### src/core/pwr_seq_pkg.sv
// Shared constants, states and pin bundle of the power start-up sequencer
`default_nettype none
package pwr_seq_pkg;

    // Crystal frequency of the slow sequencing clock, in Hz
    localparam int unsigned XTAL_HZ = 32768;
    // Synchroniser depth for every asynchronous pin
    localparam int unsigned SYNC_STAGES = 2;
    // Default time allowed for the cell check, in crystal ticks (one second)
    localparam int unsigned CHECK_TICKS_DEF = XTAL_HZ;
    localparam int unsigned CHECK_CNT_W = 16;
    // Values after reset
    localparam logic SUPPLY_RST = 1'b0;
    localparam logic WAKE_RST = 1'b0;
    localparam logic [CHECK_CNT_W-1:0] CNT_RST = 16'h0000;
    // Idle levels of the pins, loaded into the synchroniser at reset
    localparam logic [5:0] PINS_IDLE = 6'h1B;

    typedef enum logic [1:0] {
        ST_HIBERNATE,
        ST_CELL_CHECK,
        ST_RUN,
        ST_SWITCH_RESET
    } seq_state_t;

    // Bit order matches PINS_IDLE, msb first
    typedef struct packed {
        logic power_button;
        logic reset_button_n;
        logic timekeeper_init_n;
        logic cell_ok_at_startup;
        logic cell_low_alert_n;
        logic crystal_in_a;
    } pins_in_t;

endpackage : pwr_seq_pkg
`default_nettype wire

### src/core/power_startup_sequencer.sv
// Power start-up and reset sequencer driving the main supply enable
//
// Contract
// RQ1: Sequencing time is counted in ticks of the external 32 kHz crystal.
// RQ2: Main supply enable switches the external DC/DC converter on for power-up.
// RQ3: Wake-in-progress goes active as soon as a wake cause appears in hibernate.
// RQ4: Wake-in-progress goes inactive once the cell check for that wake ends.
// RQ5: Outside circuitry asserts the power button input while it is pressed.
// RQ6: Outside circuitry holds the reset button input low while pressed.
// RQ7: Outside circuitry holds timekeeper init low about 230 ms at first power.
// RQ8: Outside monitor raises cell-ok-at-startup once the cell voltage suffices.
// RQ9: Outside monitor pulls cell-low alert low when the cell runs down.
// RQ10: Every switch and cell input passes two flip-flops before use.
`timescale 1ns/1ns
`default_nettype none
module power_startup_sequencer #(
    parameter int unsigned CHECK_TICKS = pwr_seq_pkg::CHECK_TICKS_DEF
) (
    input wire logic I_CLK_SYS,
    input wire logic I_RSTN,
    input wire pwr_seq_pkg::pins_in_t I_PINS,
    output logic O_MAIN_SUPPLY_ENABLE,
    output logic O_WAKE_IN_PROGRESS,
    output logic O_RUNNING,
    output logic O_CELL_LOW_EVENT,
    output logic O_CHECK_FAILED
);
    import pwr_seq_pkg::*;

    localparam logic [CHECK_CNT_W-1:0] CHECK_LOAD = CHECK_CNT_W'(CHECK_TICKS - 1);

    pins_in_t pins_s;
    logic [5:0] pins_raw;
    logic xtal_prev_q;
    logic xtal_prev_d;
    logic tick;
    logic wake_cause;

    seq_state_t state_q;
    seq_state_t state_d;
    logic [CHECK_CNT_W-1:0] cnt_q;
    logic [CHECK_CNT_W-1:0] cnt_d;
    logic supply_q;
    logic supply_d;
    logic wake_q;
    logic wake_d;
    logic run_q;
    logic run_d;
    logic low_evt_q;
    logic low_evt_d;
    logic fail_q;
    logic fail_d;

    // RQ10 two-stage sync
    assign pins_raw = I_PINS;
    pin_sync #(
        .WIDTH(6),
        .IDLE(PINS_IDLE)
    ) u_sync (
        .i_clk(I_CLK_SYS),
        .i_rstn(I_RSTN),
        .i_async(pins_raw),
        .o_sync(pins_s)
    );

    // RQ1 crystal tick
    always_comb begin
        xtal_prev_d = pins_s.crystal_in_a;
        tick = pins_s.crystal_in_a & ~xtal_prev_q;
    end

    always_ff @(posedge I_CLK_SYS or negedge I_RSTN) begin
        if (!I_RSTN) begin
            // Idle crystal level, so release of reset makes no false tick
            xtal_prev_q <= PINS_IDLE[0];
        end else begin
            xtal_prev_q <= xtal_prev_d;
        end
    end

    // Power button or reset button both count as wake causes
    assign wake_cause = pins_s.power_button | ~pins_s.reset_button_n;

    always_comb begin
        state_d = state_q;
        cnt_d = cnt_q;
        low_evt_d = 1'b0;
        fail_d = 1'b0;
        if (!pins_s.timekeeper_init_n) begin
            // Cold start holds everything off
            state_d = ST_HIBERNATE;
            cnt_d = CNT_RST;
        end else begin
            case (state_q)
                // RQ3 wake detect
                ST_HIBERNATE: begin
                    if (wake_cause) begin
                        state_d = ST_CELL_CHECK;
                        cnt_d = CHECK_LOAD;
                    end
                end
                // RQ4 end of check
                ST_CELL_CHECK: begin
                    if (pins_s.cell_ok_at_startup) begin
                        state_d = ST_RUN;
                    end else if (cnt_q == CNT_RST) begin
                        state_d = ST_HIBERNATE;
                        fail_d = 1'b1;
                    end else if (tick) begin
                        // RQ1 timeout in ticks
                        cnt_d = cnt_q - 1'b1;
                    end
                end
                ST_RUN: begin
                    if (!pins_s.cell_low_alert_n) begin
                        state_d = ST_HIBERNATE;
                        low_evt_d = 1'b1;
                    end else if (!pins_s.reset_button_n) begin
                        state_d = ST_SWITCH_RESET;
                    end
                end
                ST_SWITCH_RESET: begin
                    // Restart through the cell check once the button is let go
                    if (pins_s.reset_button_n) begin
                        state_d = ST_CELL_CHECK;
                        cnt_d = CHECK_LOAD;
                    end
                end
                default: begin
                    state_d = ST_HIBERNATE;
                end
            endcase
        end
        // RQ2 supply on outside hibernate
        supply_d = (state_d != ST_HIBERNATE);
        wake_d = (state_d == ST_CELL_CHECK);
        run_d = (state_d == ST_RUN);
    end

    always_ff @(posedge I_CLK_SYS or negedge I_RSTN) begin
        if (!I_RSTN) begin
            state_q <= ST_HIBERNATE;
            cnt_q <= CNT_RST;
            supply_q <= SUPPLY_RST;
            wake_q <= WAKE_RST;
            run_q <= 1'b0;
            low_evt_q <= 1'b0;
            fail_q <= 1'b0;
        end else begin
            state_q <= state_d;
            cnt_q <= cnt_d;
            supply_q <= supply_d;
            wake_q <= wake_d;
            run_q <= run_d;
            low_evt_q <= low_evt_d;
            fail_q <= fail_d;
        end
    end

    assign O_MAIN_SUPPLY_ENABLE = supply_q;
    assign O_WAKE_IN_PROGRESS = wake_q;
    assign O_RUNNING = run_q;
    assign O_CELL_LOW_EVENT = low_evt_q;
    assign O_CHECK_FAILED = fail_q;

    property p_wake_rise;
        @(posedge I_CLK_SYS) disable iff (!I_RSTN)
        (state_q == ST_HIBERNATE) && wake_cause && pins_s.timekeeper_init_n
        |=> O_WAKE_IN_PROGRESS && O_MAIN_SUPPLY_ENABLE;
    endproperty
    a_wake_rise: assert property (p_wake_rise) else $error("wake not flagged"); // RQ3

    property p_wake_fall;
        @(posedge I_CLK_SYS) disable iff (!I_RSTN)
        (state_q == ST_CELL_CHECK) && pins_s.cell_ok_at_startup && pins_s.timekeeper_init_n
        |=> !O_WAKE_IN_PROGRESS && O_RUNNING;
    endproperty
    a_wake_fall: assert property (p_wake_fall) else $error("wake not cleared"); // RQ4

    property p_supply_with_wake;
        @(posedge I_CLK_SYS) disable iff (!I_RSTN)
        $rose(O_WAKE_IN_PROGRESS) |-> O_MAIN_SUPPLY_ENABLE;
    endproperty
    a_supply_with_wake: assert property (p_supply_with_wake) else $error("supply off"); // RQ2

    property p_cold_off;
        @(posedge I_CLK_SYS) disable iff (!I_RSTN)
        !pins_s.timekeeper_init_n |=> !O_MAIN_SUPPLY_ENABLE && !O_WAKE_IN_PROGRESS;
    endproperty
    a_cold_off: assert property (p_cold_off) else $error("supply on in cold start"); // RQ2

    property p_two_stage;
        @(posedge I_CLK_SYS) disable iff (!I_RSTN)
        $rose(pins_s.power_button) |-> $past(I_PINS.power_button, 2);
    endproperty
    a_two_stage: assert property (p_two_stage) else $error("pin used unsynchronised"); // RQ10

    property p_count_on_tick;
        @(posedge I_CLK_SYS) disable iff (!I_RSTN)
        (state_q == ST_CELL_CHECK) && (state_d == ST_CELL_CHECK) && !tick
        |=> $stable(cnt_q);
    endproperty
    a_count_on_tick: assert property (p_count_on_tick) else $error("count off tick"); // RQ1

    property p_check_timeout;
        @(posedge I_CLK_SYS) disable iff (!I_RSTN)
        (state_q == ST_CELL_CHECK) && (cnt_q == CNT_RST) && !pins_s.cell_ok_at_startup
        && pins_s.timekeeper_init_n
        |=> O_CHECK_FAILED && !O_WAKE_IN_PROGRESS && !O_MAIN_SUPPLY_ENABLE;
    endproperty
    a_check_timeout: assert property (p_check_timeout) else $error("check not ended"); // RQ4

    property p_low_shutdown;
        @(posedge I_CLK_SYS) disable iff (!I_RSTN)
        (state_q == ST_RUN) && !pins_s.cell_low_alert_n && pins_s.timekeeper_init_n
        |=> O_CELL_LOW_EVENT && !O_RUNNING && !O_MAIN_SUPPLY_ENABLE ##1 !O_CELL_LOW_EVENT;
    endproperty
    a_low_shutdown: assert property (p_low_shutdown) else $error("low cell not handled"); // RQ2

    c_wake: cover property (@(posedge I_CLK_SYS) disable iff (!I_RSTN)
        $rose(O_WAKE_IN_PROGRESS));
    c_run: cover property (@(posedge I_CLK_SYS) disable iff (!I_RSTN)
        $rose(O_RUNNING));
    c_low: cover property (@(posedge I_CLK_SYS) disable iff (!I_RSTN)
        O_CELL_LOW_EVENT);
    c_fail: cover property (@(posedge I_CLK_SYS) disable iff (!I_RSTN)
        O_CHECK_FAILED);
endmodule : power_startup_sequencer
`default_nettype wire

### src/core/pin_sync.sv
// Two-stage synchroniser for a bundle of asynchronous pins
`timescale 1ns/1ns
`default_nettype none
module pin_sync #(
    parameter int unsigned WIDTH = 6,
    parameter logic [WIDTH-1:0] IDLE = '0
) (
    input wire logic i_clk,
    input wire logic i_rstn,
    input wire logic [WIDTH-1:0] i_async,
    output logic [WIDTH-1:0] o_sync
);
    logic [WIDTH-1:0] meta_q;
    logic [WIDTH-1:0] meta_d;
    logic [WIDTH-1:0] sync_q;
    logic [WIDTH-1:0] sync_d;

    always_comb begin
        meta_d = i_async;
        sync_d = meta_q;
    end

    always_ff @(posedge i_clk or negedge i_rstn) begin
        if (!i_rstn) begin
            meta_q <= IDLE;
            sync_q <= IDLE;
        end else begin
            meta_q <= meta_d;
            sync_q <= sync_d;
        end
    end

    assign o_sync = sync_q;
endmodule : pin_sync
`default_nettype wire

### config.mk
export PLATFORM = sky130hd
export DESIGN_NAME = power_startup_sequencer
export DESIGN_NICKNAME = d
export VERILOG_FILES = /design/src/core/pwr_seq_pkg.sv /design/src/core/power_startup_sequencer.sv /design/src/core/pin_sync.sv
export SDC_FILE = /design/constraint.sdc
export NUM_CORES = 1
export LEC_CHECK = 0
export ABC_AREA = 1
export BUFFER_PORTS_ARGS = -buffer_cell sky130_fd_sc_hd__buf_4
export CAP_MARGIN = 20
export CORE_ASPECT_RATIO = 1.1
export CORE_UTILIZATION = 40
export CTS_BUF_LIST = sky130_fd_sc_hd__clkbuf_2
export DETAILED_ROUTE_END_ITERATION = 6
export GPL_ROUTABILITY_DRIVEN = 0
export HOLD_SLACK_MARGIN = 0.05
export SETUP_SLACK_MARGIN = 0.05
export SLEW_MARGIN = 20
export SYNTH_ARGS = -nofsm -noshare
export SYNTH_HDL_FRONTEND = slang
export SYNTH_SLANG_ARGS = --single-unit
### constraint.sdc
create_clock -name I_CLK_SYS -period 4.2 [get_ports I_CLK_SYS]
set_input_delay 1.05 -clock I_CLK_SYS [delete_from_list [all_inputs] [get_ports I_CLK_SYS]]
set_output_delay 1.05 -clock I_CLK_SYS [all_outputs]
set_load 0.05 [all_outputs]
# Yosys cells after proc, flatten, opt, wreduce, memory -nomap -nowiden
# Index checks and enable logic that the tools add are counted.
[totals]
wordCells = 52
output_inout_bits = 5
reg_bits = 36
in_bits = 8
[classes]
n_mux = 22
n_eq_ne = 11
add_sub_neg = 1
n_reduce_logical = 4
n_bitwise = 4
[op_table]
columns = ["cell", "count"]
rows = [
  ["$mux 16", 6],
  ["$pmux 16 s3", 1],
  ["$logic_not 16->1", 1],
  ["$sub 16x1->16 const B", 1],
  ["$mux 2", 7],
  ["$ne 3x3->1 const B", 4],
  ["$pmux 2 s4", 1],
  ["$mux 1", 7],
  ["$eq 2x2->1 const B", 3],
  ["$reduce_and 6->1", 1],
  ["$eq 2x1->1 const B", 2],
  ["$ne 4x4->1 const B", 1],
  ["$ne 3x2->1 const B", 1],
  ["$logic_not 2->1", 1],
  ["$not 1->1", 2],
  ["$reduce_bool 2->1", 1],
  ["$and 1x1->1", 1],
  ["$or 1x1->1", 1],
]

# Logic depth before layout (Yosys ltp)
# Gate-level depths: netlist of the first run.
[logic_depth]
word_depth = 7
mapped_depth = 10
ltp_nobuf = 10

# By module
# From an unflattened synthesis of the first run, not the netlist that was laid out.
[hier_totals]
hier_cells = 227
area_unflattened_um2 = 1854.3
[modules_own_cells]
columns = ["mod", "cells_each", "seq_area_each_um2", "area_each_um2", "n_inst"]
rows = [
  ["power_startup_sequencer", 215, 601.8, 1544.0, 1],
  ["pin_sync", 12, 310.3, 310.3, 1],
]

# Worst setup path after synthesis of the first run
# OpenSTA, ideal clock, no wires.
[synth_timing]
path_kind = "register to output"
startpoint = "reg low_evt_q, in the netlist O_CELL_LOW_EVENT"
endpoint = "out O_CELL_LOW_EVENT"
arrival_time_ps = 586
stages_incl_launch_ff = 1
n_path_buf = 0
path_slack_ps = 2564
required_ps = 3150
cell_sequence = "dfrtp_1"
[synth_rtl]
columns = ["element", "line", "source"]
rows = [
  ["start, declared", "power_startup_sequencer.sv:49", "logic low_evt_q;"],
  ["start signal, assigned", "power_startup_sequencer.sv:155", "low_evt_q <= low_evt_d;"],
  ["end, declared", "power_startup_sequencer.sv:25", "output logic O_CELL_LOW_EVENT,"],
]
# No word-level cell between the ends.

# Worst setup path after layout of the first run
[layout_timing]
startpoint = "reg wake_q, in the netlist O_WAKE_IN_PROGRESS"
endpoint = "out O_WAKE_IN_PROGRESS"
[layout_rtl]
columns = ["element", "line", "source"]
rows = [
  ["start, declared", "power_startup_sequencer.sv:45", "logic wake_q;"],
  ["start signal, assigned", "power_startup_sequencer.sv:153", "wake_q <= wake_d;"],
  ["end, declared", "power_startup_sequencer.sv:23", "output logic O_WAKE_IN_PROGRESS,"],
]
# No word-level cell between the ends.

==> summary.txt, run 1 <==
Detailed routing
  – Post-DRT Antenna Nets: 0
  – Sum of routed wire length over all layers: 3250 microns
  – Detailed-route via count: 1404
  – Wirelength per Cell: 11.2 microns
  – Average via count per standard cell: 4.82
  – Post-detailed-route DRC marker count: 0
  – Pre-Repair DR Iteration Count: 5
  – DR iter-0 viols: 60

Synthesis
  – Distinct cells, synth: 21
  – Count of flip-flops with a built-in enable after synthesis: 0
  – Sequential share of the synthesized area: 51.8%
  – Share of synthesized registers carrying an async set or reset: 100%
  – Net count after synthesis: 230
  – List of most frequent post-synthesis cells: 67 x sky130_fd_sc_hd__nand2_1, 30 x sky130_fd_sc_hd__nor2_1, 27 x sky130_fd_sc_hd__dfrtp_1, 22 x sky130_fd_sc_hd__inv_1, 17 x sky130_fd_sc_hd__nand3_1
  – FF+latch count, synth: 36
  – Most instantiated flip-flop cell in the synthesis netlist: sky130_fd_sc_hd__dfrtp_1
  – Cell with the most instances after synthesis: sky130_fd_sc_hd__nand2_1
  – Average cell area after synthesis: 7.97 sq um
  – Top cells by area, synth: sky130_fd_sc_hd__dfrtp_1 38%, sky130_fd_sc_hd__nand2_1 14%, sky130_fd_sc_hd__dfstp_2 13%, sky130_fd_sc_hd__nor2_1 6.4%, sky130_fd_sc_hd__nand3_1 4.8%
  – Total number of yosys warnings: 0
  – Post-synth top area share: 38.4%
  – Post-synthesis cell area: 0.00176 sq mm
  – Library cell occupying the most area in the post-synthesis netlist: sky130_fd_sc_hd__dfrtp_1
  – Post-synthesis cell count: 221

Worst setup path
  – Setup crit end kind: output pin
  – Crit path buffers/inverters: 1
  – Critical-path maximum fanout: 1
  – Cell Chain, Critical Path: buf_4
  – Critical path's largest stage delay: 410 ps
  – Number of cells on the critical path: 1
  – Sort of element at the start of the critical path: register
  – Number of cells on the worst reg-to-reg path: 8
  – Cell at the slowest stage of the critical path: sky130_fd_sc_hd__dfrtp_1
  – Data required, critical path: 3150 ps
  – CP top delay family: flip-flops
  – Critical path start-end classification: reg2out
  – Arr. time, crit path: 980 ps

Clock tree
  – Resize count post-CTS: 0
  – Latest clock arrival within the worst-skew pair: 400 ps
  – Number of H-tree levels: 2
  – Clk sink count: 36
  – CTS clk-pin slew, worst paths: 190 ps
  – Max Root-Sink Buffers: 2
  – Setup repair bufs after CTS: 0
  – Clock tree from TritonCTS: built
  – Hold-fix buffers, CTS: 0
  – Total CTS buffers: 5
  – Clock root buffer: sky130_fd_sc_hd__clkbuf_2

Global routing
  – Remaining global-route overflow: 0
  – Initial antenna violation count: 0
  – Number of global-route vias before repair: 1334
  – Overall global routing resource usage: 16.5%
  – Maximum number of pins on one net before global-route repair: 37
  – Global-route wire length before repair: 5830 microns

Finish
  – Layout-stage area growth over the synthesis result: 11.6%
  – Final cell utilization of the core: 48.1%
  – Final instance area: 0.00197 sq mm
  – Share of layout cells above drive strength 1: 18.4%
  – Antenna diode count: 0
  – Number of nets in the layout: 247

Die
  – Row Count: 24
  – Total I/O pin count: 13
  – Die width: 65.3 microns
  – Die footprint: 0.00467 sq mm
  – Initial standard-cell utilization of the core: 43.1%
  – DIE HEIGHT: 71.6 microns
  – Core ar.: 0.00408 sq mm

Timing
  – Unrepaired setup endpoints after global routing: false
  – Max-slew headroom: 69.3%
  – Setup skew after layout: 19.0 ps
  – Highest attainable clock frequency: 492 MHz
  – Final Max Slew Viols: 0
  – Final Setup Violations: 0
  – Hold Fails Final Rpt: 0
  – Final min period: 2030 ps
  – Final critical-path share of the clock period: 48.4%
  – Post-route setup TNS: 0 ps
  – Slew at the pin closest to its max-slew limit: 460 ps

Worst hold path
  – Worst min-delay path category: reg2reg
  – WHS Path Cells: 0

Power and ir drop
  – Sum of internal, switching and leakage power: 0.909 mW
  – Worst vdd rail ir drop: 0.000292 V
  – PwrDens: 462 mW/mm^2
  – Leakage power total: 0.996 nW

Place
  – Sum of net half-perimeters after detailed placement: 2350 microns
  – Count of port buffers added during placement: 12
  – Area of placed instances: 0.00189 sq mm

Job
  – Max-capacitance violation count: 0

Outcome
  – Result of the run: finished, final reports clean
per-stage QoR:
| step | hold WS, ps | instances | worst slack, ps |
|---|---|---|---|
| floorplan | 331 | 221 | 2560 |
| global placement | 335 | 283 | 2560 |
| detailed placement | 336 | 283 | 2560 |
| CTS | 362 | 291 | 2150 |
| global route | 365 | 291 | 2100 |
| finish | 370 | 291 | 2170 |
sequential cells by signal (all words and copies together), names as in the netlist:
| signal | count |
|---|---|
| cnt_q | 16 |
| O_CELL_LOW_EVENT | 1 |
| u_sync.o_sync | 6 |
| O_RUNNING | 1 |
| state_q | 2 |
| O_WAKE_IN_PROGRESS | 1 |
| O_MAIN_SUPPLY_ENABLE | 1 |
| xtal_prev_q | 1 |
| O_CHECK_FAILED | 1 |
| u_sync.meta_q | 6 |
final timing paths:
path	end	start	slack, ps
worst max-delay path	O_WAKE_IN_PROGRESS	O_WAKE_IN_PROGRESS	2170
worst min-delay path	u_sync.o_sync[4]	u_sync.meta_q[4]	370
worst max register to register	cnt_q[1]	state_q[0]	2540
worst min register to register	u_sync.o_sync[4]	u_sync.meta_q[4]	370
max in group asynchronous	u_sync.o_sync[3]	I_RSTN	3290
min in group asynchronous	cnt_q[5]	I_RSTN	550
cells by family (layout without fill, tap and decap cells):
| logic type | Yosys count | after routing | share of synthesized area (%) |
|---|---|---|---|
| buffers and inverters | 27 | 45 | 6.61 |
| and+or+nand+nor | 128 | 128 | 32.5 |
| xor gates and xnor gates | 1 | 1 | 0.497 |
| AOI/OAI and AO/OA | 28 | 28 | 7.95 |
| DFF | 36 | 36 | 51.8 |
| adders and majority gates | 1 | 1 | 0.710 |
layer usage:
layer	part of all wire (%)	track usage (%)
met1	45	19.3
met2	49	28.1
met3	4.2	4.94
met4	2.0	6.52
met5	0	0
layout make-up:
type                    instances  area (sq um)
clock buffers                   5          25.0
clock inverters                 3          46.3
fillers                       438          2120
inverters                      25          93.8
multi-input cells             158           733
flip-flops and latches         36           912
well taps                      52          65.1
repair buffers                 12          90.1
placed cells by master (no fill, tap or decap), types with 5 or more instances in the layout:
master	netlist	layout
sky130_fd_sc_hd__inv_1	22	22
sky130_fd_sc_hd__nand3_1	17	17
sky130_fd_sc_hd__dfstp_2	9	9
sky130_fd_sc_hd__nor2_1	30	30
sky130_fd_sc_hd__clkbuf_2	0	5
sky130_fd_sc_hd__nor2_2	6	6
sky130_fd_sc_hd__a21oi_1	10	10
sky130_fd_sc_hd__o21ai_1	6	6
sky130_fd_sc_hd__o21ai_0	12	12
sky130_fd_sc_hd__buf_4	0	12
sky130_fd_sc_hd__nand2_1	67	67
sky130_fd_sc_hd__dfrtp_1	27	27
report_power, final:
part	internal (mW)	total, mW	switching [mW]
clock network	0.103	0.230	0.128
logic	0.0792	0.251	0.172
registers	0.389	0.427	0.0378
total	0.571	0.909	0.338
Note: power is estimated with default switching activity, not from simulation.
==> run 2, diff against run 1 <==
==> constraint.sdc (replaced) <==
create_clock -name I_CLK_SYS -period 2 [get_ports I_CLK_SYS]
set_input_delay 0.5 -clock I_CLK_SYS [delete_from_list [all_inputs] [get_ports I_CLK_SYS]]
set_output_delay 0.5 -clock I_CLK_SYS [all_outputs]
set_load 0.05 [all_outputs]
==> run 2 against run 1 <==
Net effect:
- final cell count grew 0.69%
- via count about the same
- combinational power is 110% higher
- first-iteration DRC count is 75% higher
- critical path depth grew 8
- global-route usage grew 0.91 points
- total power is 95% higher
- clock skew down 4.2 ps
- clock-buffer cell count grew 1
- design area down 0.57%
- register-to-register slack worse by 2200 ps
- largest power group unchanged
- highest routed layer unchanged
==> summary.txt, run 2 (synthesis results as in run 1) <==
Die
  – Initial standard-cell utilization of the core: 43.1% (unchanged)
  – Row Count: 24 (unchanged)
  – Total I/O pin count: 13 (unchanged)
  – Core ar.: 0.00408 sq mm (unchanged)
  – Die width: 65.3 microns (unchanged)
  – Die footprint: 0.00467 sq mm (unchanged)
  – DIE HEIGHT: 71.6 microns (unchanged)

Worst hold path
  – Launch point of the worst hold path: I_PINS[3] (was u_sync.meta_q[4])
  – Worst min-delay path category: in2reg (was reg2reg)
  – Endpoint of the worst hold path: u_sync.meta_q[3] (was u_sync.o_sync[4])
  – WHS Path Cells: 1 (was 0)

Clock tree
  – Number of H-tree levels: 2 (unchanged)
  – CTS clk-pin slew, worst paths: 180 ps (was 190 ps)
  – Clk sink count: 36 (unchanged)
  – Clock root buffer: sky130_fd_sc_hd__clkbuf_2 (unchanged)
  – Total CTS buffers: 5 (unchanged)
  – Max Root-Sink Buffers: 2 (unchanged)
  – Setup repair bufs after CTS: 0 (unchanged)
  – Latest clock arrival within the worst-skew pair: 390 ps (was 400 ps)
  – Clock tree from TritonCTS: built (unchanged)

Timing
  – Post-route setup TNS: 0 ps (unchanged)
  – Worst path setup slack after routing: 358 ps (was 2170 ps)
  – Final Setup Violations: 0 (unchanged)
  – Max-slew headroom: 70.3% (was 69.3%)
  – Slew at the pin closest to its max-slew limit: 446 ps (was 460 ps)
  – Final Max Slew Viols: 0 (unchanged)
  – Final min period: 1640 ps
  – Setup skew after layout: 14.7 ps (was 19.0 ps)
  – Hold Fails Final Rpt: 0 (unchanged)
  – Highest attainable clock frequency: 609 MHz
  – Unrepaired setup endpoints after global routing: false (unchanged)
  – Final critical-path share of the clock period: 82.1%

Global routing
  – Global-route wire length before repair: 6160 microns (was 5830 microns)
  – Number of global-route vias before repair: 1415 (was 1334)
  – Remaining global-route overflow: 0 (unchanged)
  – Overall global routing resource usage: 17.4% (was 16.5%)
  – Initial antenna violation count: 0 (unchanged)
  – Maximum number of pins on one net before global-route repair: 37 (unchanged)

Worst setup path
  – Critical-path maximum fanout: 10 (was 1)
  – Arr. time, crit path: 1950 ps (was 980 ps)
  – Setup crit end kind: register (was output pin)
  – Critical path start-end classification: reg2reg (was reg2out)
  – Data required, critical path: 2300 ps (was 3150 ps)
  – Number of cells on the worst reg-to-reg path: 9 (was 8)
  – Startpoint of the worst register-to-register path: cnt_q[0] (was state_q[0])
  – Critical register-to-register path endpoint: cnt_q[13] (was cnt_q[1])
  – Setup slack of the worst register-to-register path: 360 ps (was 2540 ps)
  – Sort of element at the start of the critical path: register (unchanged)

Detailed routing
  – Wirelength per Cell: 11.5 microns (was 11.2 microns)
  – Detailed-route via count: 1403 (was 1404)
  – Pre-Repair DR Iteration Count: 7 (was 5)
  – Post-DRT Antenna Nets: 0 (unchanged)
  – DR iter-0 viols: 105 (was 60)
  – Average via count per standard cell: 4.79 (was 4.82)
  – Post-detailed-route DRC marker count: 0 (unchanged)
  – Sum of routed wire length over all layers: 3360 microns (was 3250 microns)

Power and ir drop
  – Worst vdd rail ir drop: 0.000394 V (was 0.000292 V)
  – Leakage power total: 0.995 nW (was 0.996 nW)
  – Sum of internal, switching and leakage power: 1.77 mW (was 0.909 mW)
  – PwrDens: 905 mW/mm^2 (was 462 mW/mm^2)

Finish
  – Final cell utilization of the core: 47.9% (was 48.1%)
  – Number of nets in the layout: 249 (was 247)
  – Antenna diode count: 0 (unchanged)
  – Leading cell type in the layout, fill and taps excluded: sky130_fd_sc_hd__nand2_1 (unchanged)
  – Number of flip-flops under the largest register name: 16 (unchanged)
  – Share of layout cells above drive strength 1: 18.7% (was 18.4%)
  – Register containing the most flip-flops in the final layout: cnt_q (unchanged)
  – Layout-stage area growth over the synthesis result: 10.9% (was 11.6%)
  – Highest-count cells in the layout ignoring fill and taps: 67 x sky130_fd_sc_hd__nand2_1, 30 x sky130_fd_sc_hd__nor2_1, 27 x sky130_fd_sc_hd__dfrtp_1 (unchanged)

Place
  – Sum of net half-perimeters after detailed placement: 2410 microns (was 2350 microns)
  – Count of port buffers added during placement: 12 (unchanged)
  – Dpl ws: 395 ps (was 2560 ps)

Job
  – Max-capacitance violation count: 0 (unchanged)

Outcome
  – Result of the run: finished, final reports clean (unchanged)
run 2: cell count changes in the layout (fill, tap and decap cells not counted), sizes merged:
cell	previous run	this run
buf	12	13
bufinv	1	0
clkbuf	5	6
clkinv	0	1
dlygate4sd3	0	1
inv	26	25
run 2: report_power, final:
group,switching [mW],internal (mW),total (mW),leakage (nW)
Sequential,0.0816,0.817,0.899,0.441
Combinational,0.366,0.171,0.538,0.525
Clock,0.242,0.0891,0.331,0.0290
run 2: worst max-delay path, cell delays in order (launching register included):
cell and delay, ps:
sky130_fd_sc_hd__dfrtp_1 410, sky130_fd_sc_hd__inv_1 90, sky130_fd_sc_hd__ha_1 230, sky130_fd_sc_hd__nand2_2 110, sky130_fd_sc_hd__nor2_4 180, sky130_fd_sc_hd__nand4_4 150, sky130_fd_sc_hd__nand3_4 180, sky130_fd_sc_hd__inv_2 90
sky130_fd_sc_hd__nand2_1 70, sky130_fd_sc_hd__nand2_1 50
run 2: layout make-up:
type                            count  area [sq um]
Timing Repair Buffer               14           108
Tap cell                           52          65.1
Clock inverter                      2          12.5
Fill cell                         437          2130
Multi-Input combinational cell    158           733
Sequential cell                    36           912
Clock buffer                        6          30.0
Inverter                           25          93.8
run 2: worst max-delay path by stage:
stage                     from         to  slack, ps  depth (start not counted)
floorplan             cnt_q[0]   cnt_q[2]        540                          9
global placement      cnt_q[0]  cnt_q[14]        450                          9
detailed placement    cnt_q[0]   cnt_q[6]        390                          9
CTS                   cnt_q[0]  cnt_q[13]        340                          9
global route        state_q[0]   cnt_q[4]        200                          8
finish                cnt_q[0]  cnt_q[13]        360                          9
run 2: layer usage:
layer	track usage (%)	wire (microns)	vias to the layer above	part of all wire, %
li1	-	-	734	-
met1	20.9	1550	635	46
met2	29.3	1610	25	48
met3	4.46	129	9	3.8
met4	7.25	70	0	2.1
met5	0	0	-	0
run 2: timing repair:
action,4_1_cts,5_1_grt
hold buffers,1,0
gates resized for setup,0,0
endpoints found under the hold margin,26,0
run 2: metrics by stage:
step	hold slack, ps	cell area, sq um	cells
after floorplan	204	1760	221
after global placement	332	1900	284
after detailed placement	335	1900	284
after CTS	165	1950	293
after global routing	132	1950	293
final	187	1950	293
==> run 3, diff against run 2 <==
==> constraint.sdc (replaced) <==
create_clock -name I_CLK_SYS -period 1.3 [get_ports I_CLK_SYS]
set_input_delay 0.325 -clock I_CLK_SYS [delete_from_list [all_inputs] [get_ports I_CLK_SYS]]
set_output_delay 0.325 -clock I_CLK_SYS [all_outputs]
set_load 0.05 [all_outputs]
==> run 3 against run 2 <==
Net effect:
- the flow now finishes with violations (setup timing)
- final cell count grew 18%
- non-clock buffer count is 52 higher
- combinational power rose to 2.7 times the previous value
- sequential power rose by 50%
- flip-flop and latch count unchanged
- via count rose by 17%
- sequential share of layout area down 11 points
- design area increased by 30%
- critical endpoint is now cnt_q[12]
- largest cell class unchanged
- largest power group is now combinational cells
==> summary.txt, run 3 (synthesis results as in run 1) <==
Power and ir drop
  – Sum of internal, switching and leakage power: 3.31 mW (was 1.77 mW)
  – PwrDens: 1300 mW/mm^2 (was 905 mW/mm^2)
  – Leakage power total: 1.29 nW (was 0.995 nW)
  – Worst vdd rail ir drop: 0.000797 V (was 0.000394 V)

Worst setup path
  – Dominant cell type by count on the critical path: sky130_fd_sc_hd__buf_4 (was sky130_fd_sc_hd__nand2_1)
  – Critical register-to-register path endpoint: cnt_q[12] (was cnt_q[13])
  – Setup slack of the worst register-to-register path: -150 ps (was 360 ps)
  – Crit path buffers/inverters: 3 (was 2)
  – Number of cells on the critical path: 9 (unchanged)
  – Cell Chain, Critical Path: inv_2 -> ha_4 -> nand2_4 -> nor2_4 -> buf_4 -> buf_4 -> a21oi_1 -> nor2_1 -> o21ai_2 (was inv_1 -> ha_1 -> nand2_2 -> nor2_4 -> nand4_4 -> nand3_4 -> inv_2 -> nand2_1 -> nand2_1)
  – Data required, critical path: 1600 ps (was 2300 ps)
  – Capture point of the critical path: cnt_q[12] (was cnt_q[13])
  – Arr. time, crit path: 1750 ps (was 1950 ps)
  – Sort of element at the start of the critical path: register (unchanged)
  – Critical path start-end classification: reg2reg (unchanged)
  – Startpoint of the worst register-to-register path: cnt_q[0] (unchanged)
  – CP top delay family: flip-flops (was simple AND/OR/NAND/NOR gates)
  – Critical Path Source: cnt_q[0] (unchanged)
  – Critical-path maximum fanout: 3 (was 10)
  – Critical path's largest stage delay: 430 ps (was 410 ps)
  – Cell at the slowest stage of the critical path: sky130_fd_sc_hd__dfrtp_1 (unchanged)
  – Setup crit end kind: register (unchanged)
  – Number of cells on the worst reg-to-reg path: 9 (unchanged)

Die
  – Die footprint: 0.00467 sq mm (unchanged)
  – Initial standard-cell utilization of the core: 43.1% (unchanged)
  – Core ar.: 0.00408 sq mm (unchanged)
  – Die width: 65.3 microns (unchanged)
  – DIE HEIGHT: 71.6 microns (unchanged)
  – Total I/O pin count: 13 (unchanged)
  – Row Count: 24 (unchanged)

Clock tree
  – Clock tree from TritonCTS: built (unchanged)
  – Total CTS buffers: 5 (unchanged)
  – Max Root-Sink Buffers: 2 (unchanged)
  – Number of H-tree levels: 2 (unchanged)
  – Clk sink count: 36 (unchanged)
  – Latest clock arrival within the worst-skew pair: 380 ps (was 390 ps)
  – Clock root buffer: sky130_fd_sc_hd__clkbuf_2 (unchanged)
  – CTS clk-pin slew, worst paths: 200 ps (was 180 ps)

Timing
  – Hold Fails Final Rpt: 0 (unchanged)
  – Hold WS: 364 ps (was 187 ps)
  – Worst path setup slack after routing: -151 ps (was 358 ps)
  – Final critical-path share of the clock period: 112% (was 82.1%)
  – Max-slew headroom: 70.4% (was 70.3%)
  – Final Max Slew Viols: 0 (unchanged)
  – Final Setup Violations: 20 (was 0)
  – Setup skew after layout: 14.6 ps (was 14.7 ps)
  – Slew at the pin closest to its max-slew limit: 443 ps (was 446 ps)
  – Highest attainable clock frequency: 689 MHz (was 609 MHz)
  – Unrepaired setup endpoints after global routing: true (was false)
  – Final min period: 1450 ps (was 1640 ps)

Worst hold path
  – Worst min-delay path category: reg2reg (was in2reg)

Outcome
  – Result of the run: complete, but fails checks (was finished, final reports clean)
  – Failing checks: setup timing

Detailed routing
  – Sum of routed wire length over all layers: 3990 microns (was 3360 microns)
  – Post-DRT Antenna Nets: 0 (unchanged)
  – Detailed-route via count: 1636 (was 1403)
  – Pre-Repair DR Iteration Count: 4 (was 7)
  – Wirelength per Cell: 11.5 microns (about the same)
  – Average via count per standard cell: 4.73 (was 4.79)
  – Post-detailed-route DRC marker count: 0 (unchanged)
  – DR iter-0 viols: 86 (was 105)

Place
  – Number of placed cells counting well taps: 327 (was 284)
  – Dpl ws: -145 ps (was 395 ps)
  – Count of port buffers added during placement: 12 (unchanged)
  – Sum of net half-perimeters after detailed placement: 2820 microns (was 2410 microns)

Finish
  – Register containing the most flip-flops in the final layout: cnt_q (unchanged)
  – Number of cells in the finished layout apart from fillers: 346 (was 293)
  – Leading cell type in the layout, fill and taps excluded: sky130_fd_sc_hd__nand2_1 (unchanged)
  – Number of flip-flops under the largest register name: 16 (unchanged)
  – Layout-stage area growth over the synthesis result: 44.7% (was 10.9%)
  – Highest-count cells in the layout ignoring fill and taps: 59 x sky130_fd_sc_hd__nand2_1, 52 x sky130_fd_sc_hd__buf_4, 27 x sky130_fd_sc_hd__dfrtp_1 (was 67 x sky130_fd_sc_hd__nand2_1, 30 x sky130_fd_sc_hd__nor2_1, 27 x sky130_fd_sc_hd__dfrtp_1)
  – Number of nets in the layout: 302 (was 249)
  – Share of layout cells above drive strength 1: 40.1% (was 18.7%)
  – Antenna diode count: 0 (unchanged)

Global routing
  – Number of global-route vias before repair: 1559 (was 1415)
  – Overall global routing resource usage: 19.0% (was 17.4%)
  – Remaining global-route overflow: 0 (unchanged)
  – Global-route wire length before repair: 6710 microns (was 6160 microns)
  – Initial antenna violation count: 0 (unchanged)
  – Maximum number of pins on one net before global-route repair: 37 (unchanged)

Job
  – Max-capacitance violation count: 0 (unchanged)
## run 3: worst min-delay path by stage
stage                     start          endpoint  slack (ps)  cells past startpoint
2_1_floorplan            I_RSTN  O_CELL_LOW_EVENT          30                      0
3_5_place_dp             I_RSTN          cnt_q[6]         310                      1
5_1_grt        u_sync.meta_q[3]  u_sync.o_sync[3]         350                      0
3_3_place_gp             I_RSTN          cnt_q[6]         310                      1
4_1_cts        u_sync.meta_q[3]  u_sync.o_sync[3]         360                      0
6_report       u_sync.meta_q[3]  u_sync.o_sync[3]         360                      0
## run 3: cell type report
type,count,area [sq um]
clock inverters,3,18.8
clock buffers,5,25.0
well taps,52,65.1
flip-flops and latches,36,912
inverters,25,98.8
repair buffers,66,557
fillers,386,1540
multi-input cells,159,872
## run 3: layer usage
| layer | up-vias | global-route usage, % | wire, microns |
|---|---|---|---|
| met5 | - | 0 | 0 |
| met1 | 752 | 22.8 | 1690 |
| met4 | 0 | 7.49 | 77 |
| met2 | 39 | 32.3 | 2030 |
| li1 | 837 | - | - |
| met3 | 8 | 4.62 | 191 |
## run 3: where the power goes
part           switching, mW  internal (mW)
clock network          0.393          0.125
logic                  0.777          0.667
registers             0.0901           1.26
total                   1.26           2.05
## run 3: through the flow
step,setup TNS [ps],utilization (%),area [sq um]
floorplan,-380,-,1780
global placement,-1520,55.5,2270
detailed placement,-1900,55.5,2270
CTS,-2210,59.1,2410
global route,-4580,62.4,2550
finish,-2460,62.4,2550
## run 3: timing repair
item | 4_1_cts | 5_1_grt
hold endpoints to repair | 33 | 0
pin swaps | 0 | 9
setup endpoints to repair | 26 | 27
gates cloned | 0 | 1
gates resized for setup | 10 | 30
buffers inserted | 0 | 3
hold buffers | 7 | 0
## run 3: worst register-to-register path, stage by stage, from the launching register on
cell and delay, ps:
sky130_fd_sc_hd__dfrtp_1 430, sky130_fd_sc_hd__inv_2 90, sky130_fd_sc_hd__ha_4 160, sky130_fd_sc_hd__nand2_4 60
sky130_fd_sc_hd__nor2_4 130, sky130_fd_sc_hd__buf_4 120, sky130_fd_sc_hd__buf_4 110, sky130_fd_sc_hd__a21oi_1 50
sky130_fd_sc_hd__nor2_1 150, sky130_fd_sc_hd__o21ai_2 80
